File: config.mk
export PLATFORM = sky130hd
export DESIGN_NAME = roc_reg_bank
export DESIGN_NICKNAME = d
export VERILOG_FILES = /design/src/shared/roc_pkg.sv /design/src/roc_reg_bank.sv
export SDC_FILE = /design/constraint.sdc
export NUM_CORES = 1
export LEC_CHECK = 0
export BUFFER_PORTS_ARGS = -buffer_cell sky130_fd_sc_hd__buf_2
export CORE_ASPECT_RATIO = 1.5
export CORE_MARGIN = 2
export CORE_UTILIZATION = 36
export DETAILED_ROUTE_END_ITERATION = 7
export SLEW_MARGIN = 25
export SYNTH_ARGS = -nofsm -noshare
export SYNTH_HDL_FRONTEND = slang
export SYNTH_SLANG_ARGS = --single-unit
export TNS_END_PERCENT = 20
File: constraint.sdc
create_clock -name clock -period 2.4 [get_ports clock]
set_clock_uncertainty 0.1 [all_clocks]
set_input_delay 0.48 -clock clock [delete_from_list [all_inputs] [get_ports clock]]
set_output_delay 0.48 -clock clock [all_outputs]
set_load 0.03 [all_outputs]
File: src/shared/roc_pkg.sv
/*
 * roc_pkg: register map, field layout, reset codes and identification
 * reserved-bit masks for the receiver output control and identification page bank.
 * Assumes a byte-wide register port with 8-bit addresses.
 */
package roc_pkg;
    localparam int ROC_CHANNELS = 12;
    localparam int ROC_CTRL_BYTES = 6;
    localparam int ROC_CODE_W = 4;

    // register byte addresses
    localparam logic [7:0] ROC_ADDR_TYPE_ID = 8'h80;
    localparam logic [7:0] ROC_ADDR_DESCR = 8'h81;
    localparam logic [7:0] ROC_ADDR_SUPPLIES = 8'h82;
    localparam logic [7:0] ROC_ADDR_MAX_TC = 8'h83;
    localparam logic [7:0] ROC_ADDR_MIN_RATE = 8'h84;
    localparam logic [7:0] ROC_ADDR_MAX_RATE = 8'h85;
    localparam logic [7:0] ROC_ADDR_WAVE_HI = 8'h86;
    localparam logic [7:0] ROC_ADDR_WAVE_LO = 8'h87;
    localparam logic [7:0] ROC_ADDR_TOL_HI = 8'h88;
    localparam logic [7:0] ROC_ADDR_TOL_LO = 8'h89;
    localparam logic [7:0] ROC_ADDR_FLAGS = 8'h8a;
    localparam logic [7:0] ROC_ADDR_AMP_FIRST = 8'he4;
    localparam logic [7:0] ROC_ADDR_AMP_LAST = 8'he9;
    localparam logic [7:0] ROC_ADDR_DEEMP_FIRST = 8'hea;
    localparam logic [7:0] ROC_ADDR_DEEMP_LAST = 8'hef;

    // field reset codes and the clamp code for reserved values
    localparam logic [3:0] ROC_AMP_RESET = 4'h3;
    localparam logic [3:0] ROC_DEEMP_RESET = 4'h0;
    localparam logic [3:0] ROC_CODE_MAX = 4'h7;

    // reserved-bit masks of identification bytes
    localparam logic [7:0] ROC_DESCR_MASK = 8'hfe;
    localparam logic [7:0] ROC_SUPPLIES_MASK = 8'hf8;
    localparam logic [7:0] ROC_FLAGS_MASK = 8'hfc;

    // amplitude levels in mVpp: base plus code times step; full de-emphasis in dB
    localparam int ROC_AMP_MIN_MV = 220;
    localparam int ROC_AMP_STEP_MV = 90;
    localparam int ROC_DEEMP_FULL_DB = 6;
endpackage

File: src/roc_reg_bank.sv
/*
 * roc_reg_bank: receiver output amplitude / de-emphasis control bytes and
 * the read-only identification page of a twelve-channel optical module.
 * Assumes a single-clock byte register port driven by a management
 * controller on the same clock; read data appear one cycle after the strobe.
 */
// Summary of operation
// RULE1: six amplitude bytes, two 4-bit channel fields each, nibble top bit msb
// RULE2: host must never write amplitude codes with the msb set
// RULE3: amplitude 0111 is full scale, 0000 minimum, linear steps between
// RULE4: six de-emphasis bytes, packed identically, two fields per byte
// RULE5: de-emphasis 0111 is full 6 dB, 0000 none, msb-set codes reserved
// RULE6: intermediate de-emphasis codes give monotonic intermediate levels
// RULE7: first identification byte holds module type, zero if unspecified
// RULE8: description bits 7-6 encode the power class
// RULE9: description bits 5 and 4 flag transmit and receive clock recovery
// RULE10: description bit 3 flags a required external reference clock
// RULE11: description bit 2 flags the optional second memory page
// RULE12: description bit 1 flags controlled launch; bit 0 reserved
// RULE13: supplies byte bits 7-3 flag needed rails; bits 2-0 reserved
// RULE14: case temperature limit byte in whole degrees Celsius
// RULE15: minimum rate byte in 100 Mb/s steps, zero when unknown
// RULE16: maximum rate byte in 100 Mb/s steps, zero when unknown
// RULE17: two-byte wavelength, value over 20 is nanometres, zero unused
// RULE18: two-byte tolerance, value over 200 is nanometres, zero unused
// RULE19: flags byte bits 7-5 flag transmit fault and loss_of_signal flags
// RULE20: flags byte bit 4 flags clock recovery loss_of_lock
// RULE21: flags byte bit 3 flags squelch on loss_of_signal
// RULE22: flags bit 2 flags alarm plus warning; bits 1-0 reserved
// RULE23: amplitude fields reset to 0011
// RULE24: de-emphasis fields reset to 0000
// RULE25: identification bytes are build-time constants, writes ignored
// RULE26: reserved identification bits read zero
`timescale 1ns/1ps
module roc_reg_bank
    import roc_pkg::*;
#(
    // identification contents; defaults arbitrary and neutral
    parameter logic [7:0] TYPE_ID = 8'h00,
    parameter logic [1:0] POWER_CLASS = 2'h0,
    parameter logic TX_CLOCK_DATA_RECOVERY = 1'b0,
    parameter logic RX_CLOCK_DATA_RECOVERY = 1'b0,
    parameter logic REF_CLOCK_NEEDED = 1'b0,
    parameter logic PAGE2_PRESENT = 1'b0,
    parameter logic CONTROLLED_LAUNCH = 1'b0,
    parameter logic [4:0] SUPPLY_RAILS = 5'h00,
    parameter logic [7:0] MAX_CASE_TEMPERATURE = 8'h00,
    parameter logic [7:0] MIN_RATE = 8'h00,
    parameter logic [7:0] MAX_RATE = 8'h00,
    parameter logic [15:0] NOMINAL_WAVELENGTH = 16'h0000,
    parameter logic [15:0] WAVELENGTH_TOLERANCE = 16'h0000,
    parameter logic [5:0] SUPPORTED_FLAGS = 6'h00
) (
    input wire logic clock,
    input wire logic rstn,
    input wire logic [7:0] regAddr,
    input wire logic [7:0] regWdata,
    input wire logic regWrite,
    input wire logic regRead,
    output logic [7:0] regRdata,
    output logic [47:0] ampCode,
    output logic [47:0] deempCode,
    output logic [11:0] codeFault
);

    // control bytes, index 0 is the lowest address
    logic [7:0] ampByte_q [ROC_CTRL_BYTES];
    logic [7:0] deempByte_q [ROC_CTRL_BYTES];

    // one write select per control byte; at most one is high per cycle
    logic [ROC_CTRL_BYTES-1:0] ampSel;
    logic [ROC_CTRL_BYTES-1:0] deempSel;

    // stored fields by channel number, taken straight from the bytes
    logic [ROC_CODE_W-1:0] ampField [ROC_CHANNELS];
    logic [ROC_CODE_W-1:0] deempField [ROC_CHANNELS];

    // values the channel output flops take at the next edge
    logic [ROC_CODE_W-1:0] ampCode_d [ROC_CHANNELS];
    logic [ROC_CODE_W-1:0] deempCode_d [ROC_CHANNELS];
    logic [ROC_CHANNELS-1:0] codeFault_d;

    // read path: which page is addressed and what each page returns
    logic idHit;
    logic ctrlHit;
    logic [7:0] idData;
    logic [7:0] ctrlData;
    logic [7:0] rdata_d;

    // constant identification bytes, reserved bits forced low
    localparam logic [7:0] DESCR_BYTE = {POWER_CLASS, TX_CLOCK_DATA_RECOVERY,
        RX_CLOCK_DATA_RECOVERY, REF_CLOCK_NEEDED, PAGE2_PRESENT,
        CONTROLLED_LAUNCH, 1'b0} & ROC_DESCR_MASK; // RULE8 RULE9 RULE10 RULE11 RULE12 RULE26
    localparam logic [7:0] SUPPLY_BYTE = {SUPPLY_RAILS, 3'h0} & ROC_SUPPLIES_MASK; // RULE13 RULE26
    localparam logic [7:0] FLAGS_BYTE = {SUPPORTED_FLAGS, 2'h0} & ROC_FLAGS_MASK; // RULE19 RULE20 RULE21 RULE22 RULE26

    function automatic logic inRange(input logic [7:0] a, input logic [7:0] lo,
                                     input logic [7:0] hi);
        inRange = (a >= lo) && (a <= hi);
    endfunction

    function automatic logic [2:0] byteIndex(input logic [7:0] a, input logic [7:0] base);
        logic [7:0] diff;
        diff = a - base;
        byteIndex = diff[2:0];
    endfunction

    // a code with its top bit set is reserved in both field kinds
    function automatic logic codeReserved(input logic [ROC_CODE_W-1:0] code);
        codeReserved = code[ROC_CODE_W-1];
    endfunction

    // reserved codes become the top legal setting, so the analog stage
    // never sees an undefined level; software still reads what it wrote
    function automatic logic [ROC_CODE_W-1:0] clampCode(input logic [ROC_CODE_W-1:0] code);
        if (codeReserved(code)) begin
            clampCode = ROC_CODE_MAX;
        end else begin
            clampCode = code;
        end
    endfunction

    // identification page: type byte up to the supported-flags byte
    function automatic logic isIdAddr(input logic [7:0] a);
        isIdAddr = inRange(a, ROC_ADDR_TYPE_ID, ROC_ADDR_FLAGS);
    endfunction

    // control page: first amplitude byte up to the last de-emphasis byte
    function automatic logic isCtrlAddr(input logic [7:0] a);
        isCtrlAddr = inRange(a, ROC_ADDR_AMP_FIRST, ROC_ADDR_DEEMP_LAST);
    endfunction

    // write selects; identification addresses have none, so a write
    // there falls through and leaves the page untouched
    genvar bn;
    generate
        for (bn = 0; bn < ROC_CTRL_BYTES; bn++) begin : gSel
            localparam logic [7:0] AMP_ADDR = ROC_ADDR_AMP_FIRST + 8'(bn);
            localparam logic [7:0] DEEMP_ADDR = ROC_ADDR_DEEMP_FIRST + 8'(bn);
            assign ampSel[bn] = regWrite && (regAddr == AMP_ADDR); // RULE1
            assign deempSel[bn] = regWrite && (regAddr == DEEMP_ADDR); // RULE4
        end
    endgenerate

    // amplitude bytes; reserved codes are stored as written and only
    // clamped on the way out
    always_ff @(posedge clock) begin
        if (!rstn) begin
            for (int i = 0; i < ROC_CTRL_BYTES; i++) begin
                ampByte_q[i] <= {ROC_AMP_RESET, ROC_AMP_RESET}; // RULE23
            end
        end else begin
            for (int i = 0; i < ROC_CTRL_BYTES; i++) begin
                if (ampSel[i]) begin
                    ampByte_q[i] <= regWdata; // RULE1
                end
            end
        end
    end

    // de-emphasis bytes, same packing as the amplitude bytes
    always_ff @(posedge clock) begin
        if (!rstn) begin
            for (int i = 0; i < ROC_CTRL_BYTES; i++) begin
                deempByte_q[i] <= {ROC_DEEMP_RESET, ROC_DEEMP_RESET}; // RULE24
            end
        end else begin
            for (int i = 0; i < ROC_CTRL_BYTES; i++) begin
                if (deempSel[i]) begin
                    deempByte_q[i] <= regWdata; // RULE4
                end
            end
        end
    end

    // byte k holds channel 11-2k in its upper nibble, 10-2k in its lower
    genvar ch;
    generate
        for (ch = 0; ch < ROC_CHANNELS; ch++) begin : gField
            localparam int BI = ROC_CTRL_BYTES - 1 - ch / 2;
            localparam int LO = (ch % 2) * ROC_CODE_W;
            assign ampField[ch] = ampByte_q[BI][LO +: ROC_CODE_W]; // RULE1
            assign deempField[ch] = deempByte_q[BI][LO +: ROC_CODE_W]; // RULE4
        end
    endgenerate

    // clamp and fault per channel; the fault bit tells software that a
    // stored code is not the one driving the analog stage
    always_comb begin
        codeFault_d = '0;
        for (int c = 0; c < ROC_CHANNELS; c++) begin
            ampCode_d[c] = clampCode(ampField[c]); // RULE3 RULE2
            deempCode_d[c] = clampCode(deempField[c]); // RULE5 RULE6
            codeFault_d[c] = codeReserved(ampField[c]) | codeReserved(deempField[c]); // RULE5
        end
    end

    // channel output flops, so the analog side sees only registered codes
    generate
        for (ch = 0; ch < ROC_CHANNELS; ch++) begin : gChan
            always_ff @(posedge clock) begin
                if (!rstn) begin
                    ampCode[ch*ROC_CODE_W +: ROC_CODE_W] <= ROC_AMP_RESET; // RULE23
                    deempCode[ch*ROC_CODE_W +: ROC_CODE_W] <= ROC_DEEMP_RESET; // RULE24
                    codeFault[ch] <= 1'b0;
                end else begin
                    ampCode[ch*ROC_CODE_W +: ROC_CODE_W] <= ampCode_d[ch]; // RULE3
                    deempCode[ch*ROC_CODE_W +: ROC_CODE_W] <= deempCode_d[ch]; // RULE5
                    codeFault[ch] <= codeFault_d[ch];
                end
            end
        end
    endgenerate

    // identification page from build-time constants only; no register
    // holds it, so host writes cannot disturb it
    always_comb begin
        idData = 8'h00;
        if (regAddr == ROC_ADDR_TYPE_ID) begin
            idData = TYPE_ID; // RULE7 RULE25
        end else if (regAddr == ROC_ADDR_DESCR) begin
            idData = DESCR_BYTE; // RULE8 RULE9 RULE10 RULE11 RULE12
        end else if (regAddr == ROC_ADDR_SUPPLIES) begin
            idData = SUPPLY_BYTE; // RULE13
        end else if (regAddr == ROC_ADDR_MAX_TC) begin
            idData = MAX_CASE_TEMPERATURE; // RULE14
        end else if (regAddr == ROC_ADDR_MIN_RATE) begin
            idData = MIN_RATE; // RULE15
        end else if (regAddr == ROC_ADDR_MAX_RATE) begin
            idData = MAX_RATE; // RULE16
        end else if (regAddr == ROC_ADDR_WAVE_HI) begin
            idData = NOMINAL_WAVELENGTH[15:8]; // RULE17
        end else if (regAddr == ROC_ADDR_WAVE_LO) begin
            idData = NOMINAL_WAVELENGTH[7:0]; // RULE17
        end else if (regAddr == ROC_ADDR_TOL_HI) begin
            idData = WAVELENGTH_TOLERANCE[15:8]; // RULE18
        end else if (regAddr == ROC_ADDR_TOL_LO) begin
            idData = WAVELENGTH_TOLERANCE[7:0]; // RULE18
        end else if (regAddr == ROC_ADDR_FLAGS) begin
            idData = FLAGS_BYTE; // RULE19 RULE20 RULE21 RULE22
        end
    end

    // control page read back exactly as stored, reserved codes included
    always_comb begin
        ctrlData = 8'h00;
        if (inRange(regAddr, ROC_ADDR_AMP_FIRST, ROC_ADDR_AMP_LAST)) begin
            ctrlData = ampByte_q[byteIndex(regAddr, ROC_ADDR_AMP_FIRST)]; // RULE1
        end else if (inRange(regAddr, ROC_ADDR_DEEMP_FIRST, ROC_ADDR_DEEMP_LAST)) begin
            ctrlData = deempByte_q[byteIndex(regAddr, ROC_ADDR_DEEMP_FIRST)]; // RULE4
        end
    end

    // page hits; unmapped addresses hit neither and read zero
    assign idHit = isIdAddr(regAddr);
    assign ctrlHit = isCtrlAddr(regAddr);

    // read data before the output flop
    always_comb begin
        rdata_d = 8'h00;
        if (idHit) begin
            rdata_d = idData; // RULE25
        end else if (ctrlHit) begin
            rdata_d = ctrlData;
        end
    end

    // read data held only in the cycle after the strobe
    always_ff @(posedge clock) begin
        if (!rstn) begin
            regRdata <= 8'h00;
        end else if (regRead) begin
            regRdata <= rdata_d;
        end else begin
            regRdata <= 8'h00;
        end
    end

endmodule

* Word-level counts from Yosys, hierarchy flattened
Memory sizes are Yosys's and may differ from the RTL's. Cells that the tools add are included.
Cells by class: add/sub/neg operators 2, magnitude comparators 6, equal/unequal tests 12, mux-type cells 75, bitwise gates (word level) 27, reduce and logical (&&, ||, !) cells 29
Operator list (number):
- $mux 8 | 14
- $eq 8x8->1 const B | 12
- $mux 3 | 24
- $mux 1 | 37
- $ge 8x8->1 const B | 3
- $le 8x8->1 const B | 3
- $or 1x1->1 | 24
- $reduce_or 2->1 | 12
- $logic_and 1x1->1 | 16
- $reduce_or 4->1 | 1
- $not 1->1 | 3
- $sub 3x2->3 const B | 1
- $sub 3x3->3 const B | 1
Storage, ports and cells: register bits 116, bits in writable memories 96, input port bits 20, logic and storage cells 202, memories kept 2
Memory list:
- ampByte_q | words 6, width 8, rd ports 7, clocked after Yosys merged registers in 0, write ports 6, line roc_reg_bank.sv:67 | logic [7:0] ampByte_q [ROC_CTRL_BYTES];
- deempByte_q | words 6, width 8, rd ports 7, clocked after Yosys merged registers in 0, write ports 6, line roc_reg_bank.sv:68 | logic [7:0] deempByte_q [ROC_CTRL_BYTES];

* Depth between registers and ports, before layout
depth in word-level cells 6, mapped depth 8, gate-level depth less buffers 5

* Worst setup path after synthesis
OpenSTA, ideal clock, no wires.
path type input to register, from input regAddr[2], to register regRdata[2], setup time 117 ps, data arrival time 1997 ps, required time 2183 ps, setup slack 186 ps, stages on the path 8, cell sequence buf_2 buf_2 inv_1 ha_1 buf_1 nor2b_1 a21oi_1 a32o_1
Between the ends: longest elaborated chain between the ends 4
RTL lines:
- start: declaration | line roc_reg_bank.sv:56 | input wire logic [7:0] regAddr,
- $sub 3x2->3 (tied with other cells) | line roc_reg_bank.sv:104 | diff = a - base;
- $mem_v2 6x8 or $logic_and 1x1->1 (tied branches)
- $mux 8 or $not 1->1 (tied branches)
- $mux 8 or $reduce_or 4->1 (tied branches)
- end signal: assignment | line roc_reg_bank.sv:273 | regRdata <= rdata_d;
- end: declaration | line roc_reg_bank.sv:60 | output logic [7:0] regRdata,
Several ways; a longest one is shown, not always the timed one. A chain may end at the register's enable or synchronous reset.

==> results.sh <==
export IMPL_status="finished clean"
export IMPL_cts_resized=0
export IMPL_portBuffers=111
export IMPL_wl_um=19630
export IMPL_final_area_um2=8866
export IMPL_hpwl_um=14010
export IMPL_fp_dieW_um=121.2
export IMPL_grt_pass1_vias=4831
export IMPL_finalCriticalPeriod_ps=1786
export IMPL_cp_end_kind="flop"
export IMPL_cts_buffers=17
export IMPL_ys_top_cells_by_area="edfxtp_1 (39%), dfxtp_1 (25%), and2_1 (6.3%)"
export IMPL_power_density_nw_per_um2=838.4
export IMPL_h_tree_depth=4
export IMPL_layout_commonest_cell="buf_2"
export IMPL_crit_fanout=8
export IMPL_grt_use_total=0.1830
export IMPL_viasPerCell=5.001
export IMPL_synth_async_reset_ratio=0
export IMPL_dp_cells=933
export IMPL_multi_input_area_um2=2385
export IMPL_post_cts_buffers=0
export IMPL_cpMaxStageDelayCell="and4b_1"
export IMPL_worst_path_largest_cell_delay_ps=480
export IMPL_holdPathEnd="deempCode[0]"
export IMPL_antenna_cells=0
export IMPL_areaGrowthSynthToFinish_pct=19.49
export IMPL_r2r_end="regRdata[1]"
export IMPL_nets=709
export IMPL_synth_seq_cells=188
export IMPL_die_area_um2=21800
export IMPL_yosys_area_top_type="edfxtp_1"
export IMPL_synth_edf_count=96
export IMPL_yosysWarnings=0
export IMPL_final_cell_mix="buf_2 (111), edfxtp_1 (96), dfxtp_1 (92)"
export IMPL_crit_chain="buf_2 -> and4b_1 -> nand4b_1 -> o21ai_0 -> buf_4"
export IMPL_period_share=0.7442
export IMPL_drt_first_iter_violations=350
export IMPL_startpoint_type="input pin"
export IMPL_path_clk_slew_ps=70
export IMPL_final_setup_tns_ps=0
export IMPL_worstReg2RegStart="ampByte_q[0][1]"
export IMPL_synth_top_cell_area_share=0.3885
export IMPL_rsz0062_at_grt="no"
export IMPL_ys_flop_type="edfxtp_1"
export IMPL_synth_seq_area_share=0.6368
export IMPL_tritoncts="yes"
export IMPL_initial_utilization=0.3648
export IMPL_cts_root_buffer_cell="clkbuf_16"
export IMPL_fmax_ghz=0.5599
export IMPL_reg2regPathDepth=4
export IMPL_ios=136
export IMPL_synth_area_um2=7420
export IMPL_fillers=1946
export IMPL_critical_path_class="input pin to flop"
export IMPL_fp_coreArea_um2=20340
export IMPL_hp_class="input pin to flop"
export IMPL_fp_row_count=64
export IMPL_cp_data_arrival_time_ps=1810
export IMPL_grt_ovfl_total=0
export IMPL_grt_pass1_wl_um=29040
export IMPL_vias=4826
export IMPL_hold_start="rstn"
export IMPL_cts_hold_buf=0
export IMPL_placed_area_um2=8219
export IMPL_antenna_found_initial=0
export IMPL_routedWlPerCell_um=20.35
export IMPL_maxCapViolations=0
export IMPL_clock_path_buffers=2
export IMPL_p_leak_nw=3.426
export IMPL_ff_latch_area_um2=4725
export IMPL_avgSynthCellArea_um2=12.95
export IMPL_drc=0
export IMPL_grt_max_degree=79
export IMPL_clkLatencyLatePin_ps=440
export IMPL_fin_cells=965
export IMPL_gp_congestion=0.9354
export IMPL_hold_depth=2
export IMPL_die_h_um=179.8
export IMPL_hold_viol=0
export IMPL_finalSetupViolCount=0
export IMPL_synth_cell_types=46
export IMPL_vdd_ir_drop_max_mv=0.4638
export IMPL_clock_sinks=188
export IMPL_r2r_slack_ps=820
export IMPL_critPathRequiredTime_ps=2430
export IMPL_final_layout_size_suffix_gt1_frac=0.2967
export IMPL_antenna_left=0
export IMPL_final_max_slew_viol_count=0
export IMPL_syn_inst=573
export IMPL_drt_first_pass_iters=5
-- area by class of cell --
cell class,instances,area share
clock buffer,20,0.04925
clock inverter,12,0.02371
inverter,3,0.001270
multi-input combinational,342,0.2690
sequential,188,0.5329
tap,264,0.03726
timing repair buffer,136,0.08665
-- cells in the mapped netlist, drive strengths merged (3+ instances only) --
cell type	count
o21a	61
nand4	4
a31o	3
nand2	7
dfxtp	92
clkbuf	19
nor2b	11
o32ai	3
a211oi	8
nand3	6
edfxtp	96
a221oi	3
nor2	17
and2	75
or3	24
mux2	8
buf	44
o221ai	3
mux2i	12
a21oi	5
or3b	24
o21ai	18
o22ai	9
mux4	4
-- power by group --
part           internal, mW  total (mW)  switching, mW
clock                  1.86        3.07           1.21
sequential             3.54        3.64          0.104
combinational         0.222       0.714          0.492
total                  5.63        7.43           1.81
-- critical path: cells and delay by family --
family,cells,cell delay [ps]
AND/OR/NAND/NOR,2,790
buffers and inverters,2,300
AO/OA/AOI/OAI,1,230
-- state kept, by name (all words and copies together) (netlist names) --
signal / count
ampByte_q: 48
deempByte_q: 48
ampCode: 36
deempCode: 36
codeFault: 12
regRdata: 8
-- metal layers --
layer | track usage | wire length, um | up-vias | part of all wire
met3 | 0.03173 | 1037 | 45 | 0.053
met1 | 0.2214 | 7837 | 2345 | 0.40
li1 | - | - | 2249 | -
met4 | 0.08414 | 686 | 0 | 0.035
met2 | 0.3139 | 10070 | 187 | 0.51
met5 | 0 | 0 | - | 0
-- worst max-delay path by stage --
stage,to,slack [ps],start
final,ampByte_q[0][5],610,regAddr[4]
after global routing,ampByte_q[3][0],510,regAddr[4]
after CTS,deempByte_q[1][0],650,regAddr[4]
after detailed placement,deempByte_q[0][1],200,regAddr[4]
after global placement,deempByte_q[0][2],210,regAddr[4]
after floorplan,regRdata[2],190,regAddr[2]
-- through the flow --
stage | util | total power, mW | worst slack [ps] | hold slack [ps]
6_report | 0.4359 | 7.433 | 614.0 | 373.6
3_5_place_dp | 0.4041 | 4.428 | 195.8 | 371.9
4_1_cts | 0.4359 | 7.491 | 649.0 | 350.7
2_1_floorplan | - | 4.188 | 185.7 | 333.8
5_1_grt | 0.4359 | 7.667 | 509.6 | 383.6
3_3_place_gp | 0.4041 | 4.424 | 205.8 | 371.5
-- kinds of logic (layout without fill, tap and decap cells) --
kind of cell               after synthesis  after routing  share of synthesized area
DFF                                    188            188                     0.6368
AOI/OAI and AO/OA                      120            120                     0.1165
buffers and inverters                   66            171                    0.05345
muxes                                   24             24                    0.04148
adders and majority gates                1              1                   0.001686
and+or+nand+nor                        173            173                     0.1496
other                                    1             24                  0.0005054
Power figures use the tool's default switching activity.
